===== src/rtl/scl_defs.svh =====
// Constants of the serial configuration loader
`ifndef SCL_DEFS_SVH
`define SCL_DEFS_SVH
`define SCL_READ_INSTR 8'h03
`define SCL_MARKER 8'haa
`define SCL_MARKER_ADDR 8'h00
`define SCL_DATA_ADDR 8'h01
`define SCL_LAST_ADDR 8'hff
`define SCL_LAST_WORD 6'h0f
`define SCL_LAST_LANE 2'h3
`define SCL_STRAP_WAIT 2'h3
`define SCL_CMD_BITS 5'h10
`define SCL_LAST_BIT 5'h17
`define SCL_FIRST_BIT 5'h00
`define SCL_ALL_LANES 4'hf
`endif


===== src/rtl/scl_pkg.sv =====
// Types of the serial configuration loader
package scl_pkg;
	typedef enum logic [2:0] {
		SCL_ST_STRAP = 3'b000,
		SCL_ST_SELECT = 3'b001,
		SCL_ST_SHIFT = 3'b010,
		SCL_ST_DESELECT = 3'b011,
		SCL_ST_DONE = 3'b100
	} scl_state_type;
endpackage


===== src/rtl/scl_loader.sv =====
// Start-up loader copying serial memory bytes into configuration space
`timescale 1ns/1ps
`include "scl_defs.svh"
module scl_loader (
	input wire logic clk,
	input wire logic reset,
	input wire logic serial_load_strap,
	input wire logic eeprom_clk,
	input wire logic eeprom_serial_in,
	output logic eeprom_chip_select_n,
	output logic eeprom_serial_out,
	output logic cfg_wr_en,
	output logic [7:0] cfg_wr_addr,
	output logic [31:0] cfg_wr_data,
	output logic loading,
	input wire logic acc_valid,
	input wire logic [3:0] acc_byte_en,
	input wire logic acc_single_mem,
	output logic acc_retry,
	output logic acc_accept,
	output logic acc_reject,
	output logic sys_int
);
	////////////////////////////////////////////////////////////////////////
	// Synchronisers
	logic sclk_s1_q;
	logic sclk_s2_q;
	logic sclk_s3_q;
	logic sin_s1_q;
	logic sin_s2_q;
	logic strap_s1_q;
	logic strap_s2_q;
	logic sclk_rise;
	logic sclk_fall;

	always_ff @(posedge clk)
	begin
		if (reset)
		begin
			sclk_s1_q <= 1'b0;
			sclk_s2_q <= 1'b0;
			sclk_s3_q <= 1'b0;
			sin_s1_q <= 1'b0;
			sin_s2_q <= 1'b0;
			strap_s1_q <= 1'b0;
			strap_s2_q <= 1'b0;
		end
		else
		begin
			sclk_s1_q <= eeprom_clk;
			sclk_s2_q <= sclk_s1_q;
			sclk_s3_q <= sclk_s2_q;
			sin_s1_q <= eeprom_serial_in;
			sin_s2_q <= sin_s1_q;
			strap_s1_q <= serial_load_strap;
			strap_s2_q <= strap_s1_q;
		end
	end

	// Edges seen only after the second flop, so no metastable fan-out
	assign sclk_rise = sclk_s2_q & ~sclk_s3_q;
	assign sclk_fall = ~sclk_s2_q & sclk_s3_q;

	////////////////////////////////////////////////////////////////////////
	// Sequencer
	scl_pkg::scl_state_type state_q;
	logic [1:0] wait_q;
	logic [4:0] bit_q;
	logic [15:0] tx_q;
	logic [7:0] rx_q;
	logic [7:0] addr_q;
	logic [1:0] lane_q;
	logic [5:0] word_q;
	logic [31:0] group_q;
	logic byte_done;
	logic [7:0] rx_byte;
	logic [7:0] read_instr;

	assign read_instr = `SCL_READ_INSTR;
	assign rx_byte = {rx_q[6:0], sin_s2_q};
	assign byte_done = (state_q == scl_pkg::SCL_ST_SHIFT) && sclk_rise && (bit_q == `SCL_LAST_BIT);

	always_ff @(posedge clk)
	begin
		if (reset)
		begin
			state_q <= scl_pkg::SCL_ST_STRAP;
			wait_q <= 2'h0;
			addr_q <= 8'h00;
		end
		else
		begin
			case (state_q)
				scl_pkg::SCL_ST_STRAP:
				begin
					// Strap is trusted only once it has crossed the synchroniser
					wait_q <= wait_q + 2'h1;
					if (wait_q == `SCL_STRAP_WAIT)
					begin
						if (strap_s2_q)
						begin
							addr_q <= `SCL_MARKER_ADDR;
							state_q <= scl_pkg::SCL_ST_SELECT;
						end
						else
						begin
							state_q <= scl_pkg::SCL_ST_DONE;
						end
					end
				end
				scl_pkg::SCL_ST_SELECT:
				begin
					// Select only after a rising edge, so a full bit time precedes the next one
					if (sclk_rise)
					begin
						state_q <= scl_pkg::SCL_ST_SHIFT;
					end
				end
				scl_pkg::SCL_ST_SHIFT:
				begin
					if (byte_done)
					begin
						if (addr_q == `SCL_MARKER_ADDR)
						begin
							if (rx_byte == `SCL_MARKER)
							begin
								addr_q <= `SCL_DATA_ADDR;
								state_q <= scl_pkg::SCL_ST_DESELECT;
							end
							else
							begin
								state_q <= scl_pkg::SCL_ST_DONE;
							end
						end
						else if ((lane_q == `SCL_LAST_LANE && word_q == `SCL_LAST_WORD)
							|| addr_q == `SCL_LAST_ADDR)
						begin
							state_q <= scl_pkg::SCL_ST_DONE;
						end
						else
						begin
							addr_q <= addr_q + 8'h01;
							state_q <= scl_pkg::SCL_ST_DESELECT;
						end
					end
				end
				scl_pkg::SCL_ST_DESELECT:
				begin
					// Chip select stays high for at least one link period
					if (sclk_rise)
					begin
						state_q <= scl_pkg::SCL_ST_SELECT;
					end
				end
				scl_pkg::SCL_ST_DONE:
				begin
					state_q <= scl_pkg::SCL_ST_DONE;
				end
				default:
				begin
					state_q <= scl_pkg::SCL_ST_DONE;
				end
			endcase
		end
	end

	////////////////////////////////////////////////////////////////////////
	// Serial shifter
	always_ff @(posedge clk)
	begin
		if (reset)
		begin
			eeprom_chip_select_n <= 1'b1;
			eeprom_serial_out <= 1'b0;
			tx_q <= 16'h0000;
			rx_q <= 8'h00;
			bit_q <= 5'h00;
		end
		else if (state_q == scl_pkg::SCL_ST_SELECT)
		begin
			if (sclk_rise)
			begin
				eeprom_chip_select_n <= 1'b0;
				eeprom_serial_out <= read_instr[7];
				tx_q <= {`SCL_READ_INSTR, addr_q};
				bit_q <= 5'h00;
			end
		end
		else if (state_q == scl_pkg::SCL_ST_SHIFT)
		begin
			if (sclk_rise)
			begin
				bit_q <= bit_q + 5'h01;
				if (bit_q >= `SCL_CMD_BITS)
				begin
					rx_q <= rx_byte;
				end
				if (bit_q == `SCL_LAST_BIT)
				begin
					eeprom_chip_select_n <= 1'b1;
				end
			end
			else if (sclk_fall && bit_q != `SCL_FIRST_BIT)
			begin
				// Output moves on the falling edge, memory samples on the rising one
				// First bit already stands from select; shifting before it is sampled loses it
				tx_q <= {tx_q[14:0], 1'b0};
				eeprom_serial_out <= (bit_q < `SCL_CMD_BITS) ? tx_q[14] : 1'b0;
			end
		end
		else
		begin
			eeprom_chip_select_n <= 1'b1;
			eeprom_serial_out <= 1'b0;
		end
	end

	////////////////////////////////////////////////////////////////////////
	// Word assembly and configuration writes
	always_ff @(posedge clk)
	begin
		if (reset)
		begin
			lane_q <= 2'h0;
			word_q <= 6'h00;
			group_q <= 32'h00000000;
			cfg_wr_en <= 1'b0;
			cfg_wr_addr <= 8'h00;
			cfg_wr_data <= 32'h00000000;
		end
		else
		begin
			cfg_wr_en <= 1'b0;
			if (byte_done && addr_q != `SCL_MARKER_ADDR)
			begin
				group_q <= {rx_byte, group_q[31:8]};
				lane_q <= lane_q + 2'h1;
				if (lane_q == `SCL_LAST_LANE)
				begin
					cfg_wr_en <= 1'b1;
					cfg_wr_data <= {rx_byte, group_q[31:8]};
					cfg_wr_addr <= {word_q, 2'b00};
					word_q <= word_q + 6'h01;
				end
			end
		end
	end

	////////////////////////////////////////////////////////////////////////
	// Target gate
	always_ff @(posedge clk)
	begin
		if (reset)
		begin
			loading <= 1'b1;
			acc_retry <= 1'b0;
			acc_accept <= 1'b0;
			acc_reject <= 1'b0;
			sys_int <= 1'b0;
		end
		else
		begin
			loading <= (state_q != scl_pkg::SCL_ST_DONE);
			acc_retry <= acc_valid && loading;
			acc_accept <= acc_valid && !loading && acc_single_mem
				&& (acc_byte_en == `SCL_ALL_LANES);
			acc_reject <= acc_valid && !loading && !acc_single_mem;
			sys_int <= acc_valid && !loading && (acc_byte_en != `SCL_ALL_LANES);
		end
	end
endmodule // scl_loader


===== config.mk =====
export PLATFORM = sky130hd
export DESIGN_NAME = scl_loader
export DESIGN_NICKNAME = d
export VERILOG_FILES = /design/src/rtl/scl_pkg.sv /design/src/rtl/scl_loader.sv
export VERILOG_INCLUDE_DIRS = /design/src /design/src/rtl
export SDC_FILE = /design/constraint.sdc
export NUM_CORES = 1
export LEC_CHECK = 0
export ABC_AREA = 1
export BUFFER_PORTS_ARGS = -buffer_cell sky130_fd_sc_hd__buf_4
export CAP_MARGIN = 25
export CORE_MARGIN = 2
export CORE_UTILIZATION = 55
export DETAILED_ROUTE_END_ITERATION = 10
export GPL_TIMING_DRIVEN = 0
export PLACE_DENSITY = 0.87
export SLEW_MARGIN = 10
export SYNTH_ARGS = -nofsm -noshare
export SYNTH_HDL_FRONTEND = slang
export SYNTH_SLANG_ARGS = --single-unit

===== constraint.sdc =====
create_clock -name clk -period 1.9 [get_ports clk]
set_input_delay 0.38 -clock clk [delete_from_list [all_inputs] [get_ports clk]]
set_output_delay 0.38 -clock clk [all_outputs]
set_load 0.01 [all_outputs]

* After elaboration in Yosys (flattened, before gate mapping) *
Index checks and enable logic that the tools add are counted.

storage, ports and cells
  register bits after elaboration = 133
  bits of input ports = 11
  word-level logic and storage cells = 128

cells by class
  add/sub/neg operators = 5
  magnitude comparators = 2
  eq/ne operators = 24
  multiplexer cells = 36
  bitwise gates (word level) = 6
  reductions and logical operators = 29

operators with widths
  cell                   count
  $mux W15               5
  $mux W8                6
  $mux W3                8
  $mux W5                4
  $eq A8 B8 Y1 const B   2
  $pmux W8 S2            1
  $ne A2 B2 Y1 const B   6
  $pmux W3 S4            1
  $reduce_and A4 Y1      3
  $logic_and A1 B1 Y1    11
  $mux W1                11
  $ne A3 B2 Y1 const B   3
  $reduce_and A3 Y1      3
  $add A8 B1 Y8 const B  1
  $logic_not A8 Y1       1
  $reduce_bool A8 Y1     1
  $add A6 B1 Y6 const B  1
  $eq A3 B2 Y1 const B   2
  $eq A6 B4 Y1 const B   1
  $ne A3 B3 Y1 const B   2
  $reduce_and A6 Y1      1
  $add A5 B1 Y5 const B  1
  $eq A5 B5 Y1 const B   1
  $ge A5 B5 Y1 const B   1
  17 further kinds       25

* Depth between registers and ports, before layout *
Gate-level depths: netlist (run 1).

  depth after elaboration = 7
  mapped depth = 11
  gate-level depth less buffers = 11

* Worst setup path after synthesis (run 1) *
Ideal clock, no wire load.

  kind = reg-to-reg
  from = register bit_q[0]
  to = register cfg_wr_addr[6]
  library setup time = 0.070 ns
  arrival = 1.653 ns
  required time = 1.830 ns
  slack = 0.177 ns
  cell stages (with the launch flop) = 11
  buffers on the path = 1
  path through = dfxtp_1 -> ha_1 -> nand3_1 -> nor2_1 -> nand2_1 -> nor3_4 -> nand2_2 -> clkinv_2 -> buf_6 -> nand2_1 -> a21oi_1

on the way
  cells in the longest elaborated chain, start to end = 4

RTL lines
  element                               line               text
  from (decl)                           scl_loader.sv:68   logic [4:0] bit_q;
  from (signal assigned)                scl_loader.sv:193  bit_q <= bit_q + 5'h01;
  $eq A5 B5 Y1 (no source line)         n/a
  $logic_and A1 B1 Y1                   scl_loader.sv:81   assign byte_done = (state_q == scl_pkg::SCL_ST_SHIFT) && sclk_rise && (bit_q == `SCL_LAST_BIT);
  $logic_and A1 B1 Y1 (no source line)  n/a
  $reduce_and A2 Y1 (no source line)    n/a
  to (signal assigned)                  scl_loader.sv:242  cfg_wr_addr <= {word_q, 2'b00};
  to (decl)                             scl_loader.sv:13   output logic [7:0] cfg_wr_addr,

No other way between the ends.
A chain may end at the register's enable or synchronous reset.

* Final worst setup path (run 1) *
  from = register addr_q[0]
  to = register group_q[31]

on the way
  cells in the longest elaborated chain, start to end = 2

RTL lines
  element                               line               text
  from (decl)                           scl_loader.sv:71   logic [7:0] addr_q;
  from (signal assigned)                scl_loader.sv:102  addr_q <= `SCL_MARKER_ADDR;
  from (signal assigned)                scl_loader.sv:127  addr_q <= `SCL_DATA_ADDR;
  from (signal assigned)                scl_loader.sv:142  addr_q <= addr_q + 8'h01;
  $reduce_bool A8 Y1 (no source line)   n/a
  $logic_and A1 B1 Y1 (no source line)  n/a
  to (signal assigned)                  scl_loader.sv:236  group_q <= {rx_byte, group_q[31:8]};
  to (decl)                             scl_loader.sv:74   logic [31:0] group_q;

No other way between the ends.

==> key figures, run 1 <==
Outcome
  – Status: complete, but fails checks
  – Failing checks: setup timing

Clock network
  – H-Tree Depth: 4
  – Clock Sinks: 125
  – Hold Buf Count CTS: 0
  – Clock Tree Root: clkbuf_8
  – Clock tree buffer depth: 2
  – Clk pin slew, worst setup/hold paths: 60 ps
  – Total CTS buffers: 17
  – CTS tree: yes
  – Later-pin clock latency in the skew report: 530 ps

Final layout
  – Nets: 776
  – Antenna cells: 0
  – Most frequent cells in the layout: 162 x nand2_1, 121 x dfxtp_1, 96 x nor2_1
  – Fraction of layout cells with a size suffix above 1: 18.8%
  – Area grow syn2layout: 26.9%
  – Most common cell after layout, fill and taps aside: nand2_1

Routing
  – Iter 0 DRT Violations: 437
  – Drt first pass iters: 7
  – WL per Instance: approximately 16 um
  – Vias post-DR: 5017
  – # DRC: 0
  – WL met2: 7.18 mm
  – WL met1: 5.14 mm
  – Vias/cell: 5.71
  – Max layer used: met4
  – WL final: 14.2 mm
  – Wire length on met3: around 1.3 mm
  – Post-route antenna net violation count: 0

Floorplanning
  – Core area: approximately 8800 um2
  – Ports: 59
  – Die ar.: about 9800 um2
  – Die Span Y: around 99 um
  – Initial Util: between 50% and 60%
  – DIE WIDTH: around 99 um
  – FP Rows: 34

Worst setup path
  – WP data required: around 2300 ps
  – Worst Path Arrival: 2370 ps
  – CP startpoint kind: flip-flop
  – Worst Path Max Fanout: 12
  – Setup CP Type: flip-flop to flip-flop
  – Critical Path End Type: flip-flop

Timing
  – Worst hold slack: 16.5 ps
  – Setup WS post-layout: -69.9 ps
  – Fin crit share: 104%
  – Fin. Hold Viols: 0
  – RSZ-0062 raised after global routing: yes
  – Fin crit period: just under 2000 ps
  – Slew headroom: 60.6%
  – Worst slew pin tran: slightly below 600 ps
  – Clk_skew: 7.41 ps
  – Fmax: approximately 510 MHz
  – Setup Viol. Count Final: 1
  – Max-slew violations: 0

Global routing
  – Initial antenna violation count: 0
  – All-Layer GR Usage: 27.0%
  – GRT overflow: 0
  – Vias in the first global route: 4642
  – First-pass GRT wire length: 21.1 mm
  – Largest net degree at the start of global routing: 18

Synth
  – Syn Inst Count: 674
  – Avg Inst Size Synth: 7.39 um2
  – Ys Warns: 0
  – Syn Std Cell Area: around 5000 um2
  – Distinct cell type count after synthesis: 32
  – Sequential share of the synthesized area: 50.2%
  – Synth Register Bits: 125

Place
  – RD Place Congestion: roughly 0.89
  – Post-DP HPWL: 8.17 mm
  – IO buf count: 55
  – DP Worst Slack: -248 ps

Run
  – Max Cap Violations: 0

Power
  – Power per cell area: 1040 nW/um2
  – Pleak: around 0.0026 uW
  – Peak supply drop: 647 uV

Worst hold path
  – Worst Hold Class: input pin to flip-flop
-- synthesized netlist by cell type (all sizes together) --
cell type | count | area, um2
xor2 | 7 | 61.3
or2 | 3 | 18.8
nand3 | 30 | 155
o21bai | 1 | 7.51
nand4 | 9 | 56.3
clkbuf | 19 | 71.3
inv | 52 | 195
nand3b | 2 | 15.0
nand2 | 166 | 631
a21oi | 74 | 374
conb | 1 | 3.75
nor2 | 104 | 395
ha | 7 | 87.6
buf | 12 | 78.8
o22ai | 1 | 6.26
a2bb2oi | 1 | 8.76
and2 | 1 | 6.26
dfxtp | 125 | 2500
o21ai | 54 | 270
nor3b | 1 | 7.51
nor3 | 3 | 26.3
clkinv | 1 | 5.00
-- registers in the layout, summed over array words and instances (netlist names), 3 cells and up --
signal and flops:
cfg_wr_data 32, tx_q 15, rx_q 7, addr_q 8
bit_q 5, state_q 3, word_q 6, cfg_wr_addr 6
group_q 24
-- cell type report --
type | instances | area, um2
plain buffers | 29 | 158
clock buffers | 17 | 414
clock inverters | 15 | 184
fillers | 584 | 2440
inverters | 53 | 206
multi-input cells | 466 | 2220
flip-flops and latches | 125 | 2510
well taps | 108 | 135
repair buffers | 66 | 495
-- stage by stage --
step	instance area, um2	instances	setup TNS, ps	util, %	total power [uW]
final	6320	879	-69.9	72.1	6590
after global routing	6320	879	-1920	72.1	6790
after CTS	6200	873	-57.4	70.8	6510
after detailed placement	5540	838	-11520	63.2	3270
after global placement	5540	838	-8510	63.2	3240
after floorplan	4990	675	0	-	3130
-- final timing paths --
kind	endpoint	start	slack, ps	cells after the start
min	acc_reject	acc_single_mem	20	2
max	group_q[31]	addr_q[0]	-70	9
min reg2reg	sclk_s2_q	sclk_s1_q	410	2
max reg2reg	group_q[31]	addr_q[0]	-70	9
-- layer usage --
layer | up-vias | global-route usage [%]
met4 | 0 | 13.5
met2 | 307 | 47.0
li1 | 2332 | -
met1 | 2304 | 30.4
met3 | 74 | 7.24
met5 | - | 0
-- critical path: stages (launching register included) --
cell and delay [ps]:
dfxtp_4 360, inv_1 90, ha_1 170, nand2_1 60, nor2_2 230, nor3_4 100, buf_4 150, buf_4 170
o21ai_0 430, a21oi_1 70
-- cell families after synthesis --
kind of cell / after synthesis / synth area share [%]
simple gates: 319 / 26.3
compound gates: 131 / 13.4
flops: 125 / 50.2
buf+inv: 84 / 7.03
xor+xnor: 7 / 1.23
fa+ha+maj: 7 / 1.76
other cells: 1 / 0.0752
-- power by group --
part | switching (uW) | total (uW) | internal [uW]
clock | 1260 | 3270 | 2010
sequential | 55.5 | 2740 | 2680
combinational | 398 | 578 | 180
-- timing repair --
item / in CTS / in global routing
setup buffers: 5 / 6
setup endpoints to repair: 80 / 98
resized for setup: 15 / 22
pin swaps: 3 / 6
(Power assumes the default switching activity.)
==> run 2, diff against run 1 <==
--- a/config.mk
+++ b/config.mk
@@ -9,6 +9,7 @@
 export ABC_AREA = 1
 export BUFFER_PORTS_ARGS = -buffer_cell sky130_fd_sc_hd__buf_4
 export CAP_MARGIN = 25
+export CORE_ASPECT_RATIO = 1.25
 export CORE_MARGIN = 2
 export CORE_UTILIZATION = 55
 export DETAILED_ROUTE_END_ITERATION = 10
==> run 2 against run 1 <==
Total power decreased by 2.2%. Register-to-register slack improved by 120 ps. The run now ends clean. Sequential cell count unchanged. Critical path depth is 1 higher. Non-clock buffer count up 4. Highest routed layer unchanged. Via count shrank 2.6%. Final area rose by 2.5%. Utilization rose by 2.0 points. Sequential share of layout area shrank 0.94 points. Critical path type unchanged. Fmax is 6.5% higher. Clock power decreased by 3%.
==> key figures, run 2 (synthesized netlist as in run 1, its figures left out) <==
Place
  – RD Place Congestion: 0.917 (+2.5%)
  – IO buf count: 55 (unchanged)
  – Dpl cells: 850 (+1.4%)
  – Post-DP HPWL: 8.33 mm (+2.0%)

Worst setup path
  – Worst Path Max Fanout: 8 (-4)
  – Crit path depth: 10 (+1)
  – Critical Path End Type: flip-flop
  – Worst Setup SP: bit_q[1]
  – Termination of the worst setup path: cfg_wr_data[3]
  – WP data required: 2360 ps (+60 ps)
  – WP buf/inv: 2 (-1)
  – Slowest stage delay, CP: 370 ps (-60 ps)
  – CP startpoint kind: flip-flop
  – Crit-path cells: ha_4 -> nand3_2 -> nor2_4 -> nand2_2 -> nor3_4 -> nand2_4 -> clkinv_8 -> clkbuf_16 -> nand2_1 -> a21oi_2
  – Reg-to-Reg End: cfg_wr_data[3]
  – Crit path max-delay family: simple AND/OR/NAND/NOR gates
  – Setup CP Type: flip-flop to flip-flop
  – FF-to-FF setup slack: 50 ps (+120 ps)
  – Worst Path Arrival: 2310 ps (-60 ps)
  – Worst path slowest cell: dfxtp_4
  – Critical R2R Launch: bit_q[1]
  – R2r worst-path depth: 10 (+1)

Global routing
  – Initial antenna violation count: 0 (unchanged)
  – All-Layer GR Usage: 25.9% (-1.1 points)
  – GRT overflow: 0 (unchanged)
  – Vias in the first global route: 4620 (-0.47%)
  – Largest net degree at the start of global routing: 17 (-1)
  – First-pass GRT wire length: 20.1 mm (-4.9%)

Final layout
  – Antenna cells: 0 (unchanged)
  – Fin util: 74.1% (+2.0 points)
  – Non-Filler Instances: 895 (+1.8%)
  – Multi-input logic area: 2270 um2 (+2.2%)
  – Fraction of layout cells with a size suffix above 1: 19.1% (+0.29 points)
  – Register area: 2510 um2 (about the same)
  – Most frequent cells in the layout: 162 x nand2_1, 121 x dfxtp_1, 97 x nor2_1
  – Max reg flops: 32 (unchanged)
  – Most common cell after layout, fill and taps aside: nand2_1
  – Register bank with the most flops: cfg_wr_data
  – Nets: 781 (+0.64%)
  – Area grow syn2layout: 30.1%
  – FILL cells: 603 (+3.3%)
  – Largest registers: cfg_wr_data (32), group_q (24), tx_q (15)

Floorplanning
  – Die ar.: 9840 um2 (about the same)
  – FP Rows: 38 (+12%)
  – Ports: 59 (unchanged)
  – Die Span Y: 110 um (+11%)
  – Initial Util: 57.0% (+0.098 points)
  – Core area: 8750 um2 (-0.17%)
  – DIE WIDTH: 89.1 um (-10%)

Power
  – Pleak: 0.00267 uW (+1.7%)
  – Peak supply drop: 623 uV (-3.7%)
  – Sequential share of power: 42.4% (+0.9 points)
  – Logic pwr share: 8.7% (about the same)
  – NetSw: 1530 uW (-11%)
  – Switching Share: 23.8% (-2.3 points)
  – Pwr Total: 6450 uW (-2.2%)
  – Clk pwr share: 49.0% (-0.7 points)
  – Internal Power: 4920 uW (+0.84%)
  – Power per cell area: 994 nW/um2 (-4.6%)

Clock network
  – CTS tree: yes
  – Clock Tree Root: clkbuf_8
  – Clock Sinks: 125 (unchanged)
  – Clock tree buffer depth: 2 (unchanged)
  – H-Tree Depth: 4 (unchanged)
  – Hold Buf Count CTS: 0 (unchanged)
  – Total CTS buffers: 17 (unchanged)
  – Later-pin clock latency in the skew report: 530 ps (about the same)
  – Clk pin slew, worst setup/hold paths: 60 ps (about the same)

Timing
  – Slew headroom: 58.5% (-2.1 points)
  – Fin crit period: 1850 ps (-120 ps)
  – Fin crit share: 97.4% (-6.3 points)
  – Worst hold slack: 11.0 ps (-5.52 ps)
  – Clk_skew: 8.90 ps (+1.49 ps)
  – Fin. Hold Viols: 0 (unchanged)
  – Worst slew pin tran: 622 ps (+30.9 ps)
  – Setup Viol. Count Final: 0 (-1)
  – Fmax: 541 MHz (+6.5%)
  – Max-slew violations: 0 (unchanged)

Routing
  – Drt first pass iters: 5 (-2)
  – WL per Instance: 14.7 um (-8.9%)
  – # DRC: 0 (unchanged)
  – Vias/cell: 5.46 (-4.4%)
  – WL final: 13.2 mm (-7.3%)
  – Iter 0 DRT Violations: 431 (-1.4%)
  – Post-route antenna net violation count: 0 (unchanged)
  – Vias post-DR: 4885 (-2.6%)

Run
  – Max Cap Violations: 0 (unchanged)

Outcome
  – Status: finished clean

Worst hold path
  – Hold Crit Depth: 2 (unchanged)
  – Worst Hold Class: input pin to flip-flop
==> run 2: cell types whose count changed in the layout (fill, tap and decap cells not counted), moves of 3 or more <==
cell / previous run / this run
inv_6: 4 / 1
buf_2: 3 / 0
clkbuf_16: 16 / 19
clkinv_4: 3 / 0
o21ai_1: 6 / 9
o21ai_0: 48 / 44
a21oi_2: 2 / 6
clkbuf_8: 1 / 4
a21oi_1: 71 / 67
clkbuf_1: 12 / 19
==> run 2: layer usage <==
| metal | vias to the layer above | global-route usage, % | routed length [um] |
|---|---|---|---|
| met5 | - | 0 | 0 |
| met1 | 2280 | 28.0 | 4860 |
| met2 | 206 | 43.7 | 7000 |
| li1 | 2339 | - | - |
| met4 | 0 | 12.1 | 466 |
| met3 | 60 | 9.42 | 867 |
==> run 2: power groups by stage <==
stage | Sequential, uW | Combinational [uW] | Clock (uW)
after floorplan | 2780 | 349 | 0
after global routing | 2740 | 622 | 3320
after detailed placement | 2790 | 473 | 0
after global placement | 2780 | 451 | 0
after CTS | 2730 | 492 | 3170
final | 2730 | 560 | 3160
==> run 2: worst min path at each step <==
stage | from | slack (ps) | endpoint
final | acc_single_mem | 10 | acc_reject
after global routing | acc_single_mem | 3 | acc_reject
after CTS | acc_single_mem | 0.5 | acc_reject
after detailed placement | sclk_s1_q | 390 | sclk_s2_q
after global placement | sclk_s1_q | 390 | sclk_s2_q
after floorplan | sclk_s1_q | 390 | sclk_s2_q
==> run 2: repair_timing <==
item | CTS | global route
cloned | 0 | 4
setup buffers | 3 | 7
endpoints found under the setup margin | 79 | 91
gates resized for setup | 31 | 30
pin swaps | 4 | 4
==> run 2: area by class of cell <==
type,instances,share of cell area (%)
timing repair buffer,68,8.74
inverter,53,3.26
clock buffer,25,7.16
tap,120,2.32
sequential,125,38.8
multi-input combinational,466,35.0
timing repair inverter,1,0.135
buffer,31,2.93
clock inverter,6,1.70
==> run 2: per-stage QoR <==
stage / worst slack [ps] / setup TNS (ps) / instance area, um2
floorplan: 177 / 0 / 4990
global placement: -265 / -12390 / 5550
detailed placement: -381 / -17690 / 5550
CTS: -1.25 / -1.45 / 6240
global route: -36.3 / -375 / 6480
finish: 49.9 / 0 / 6480
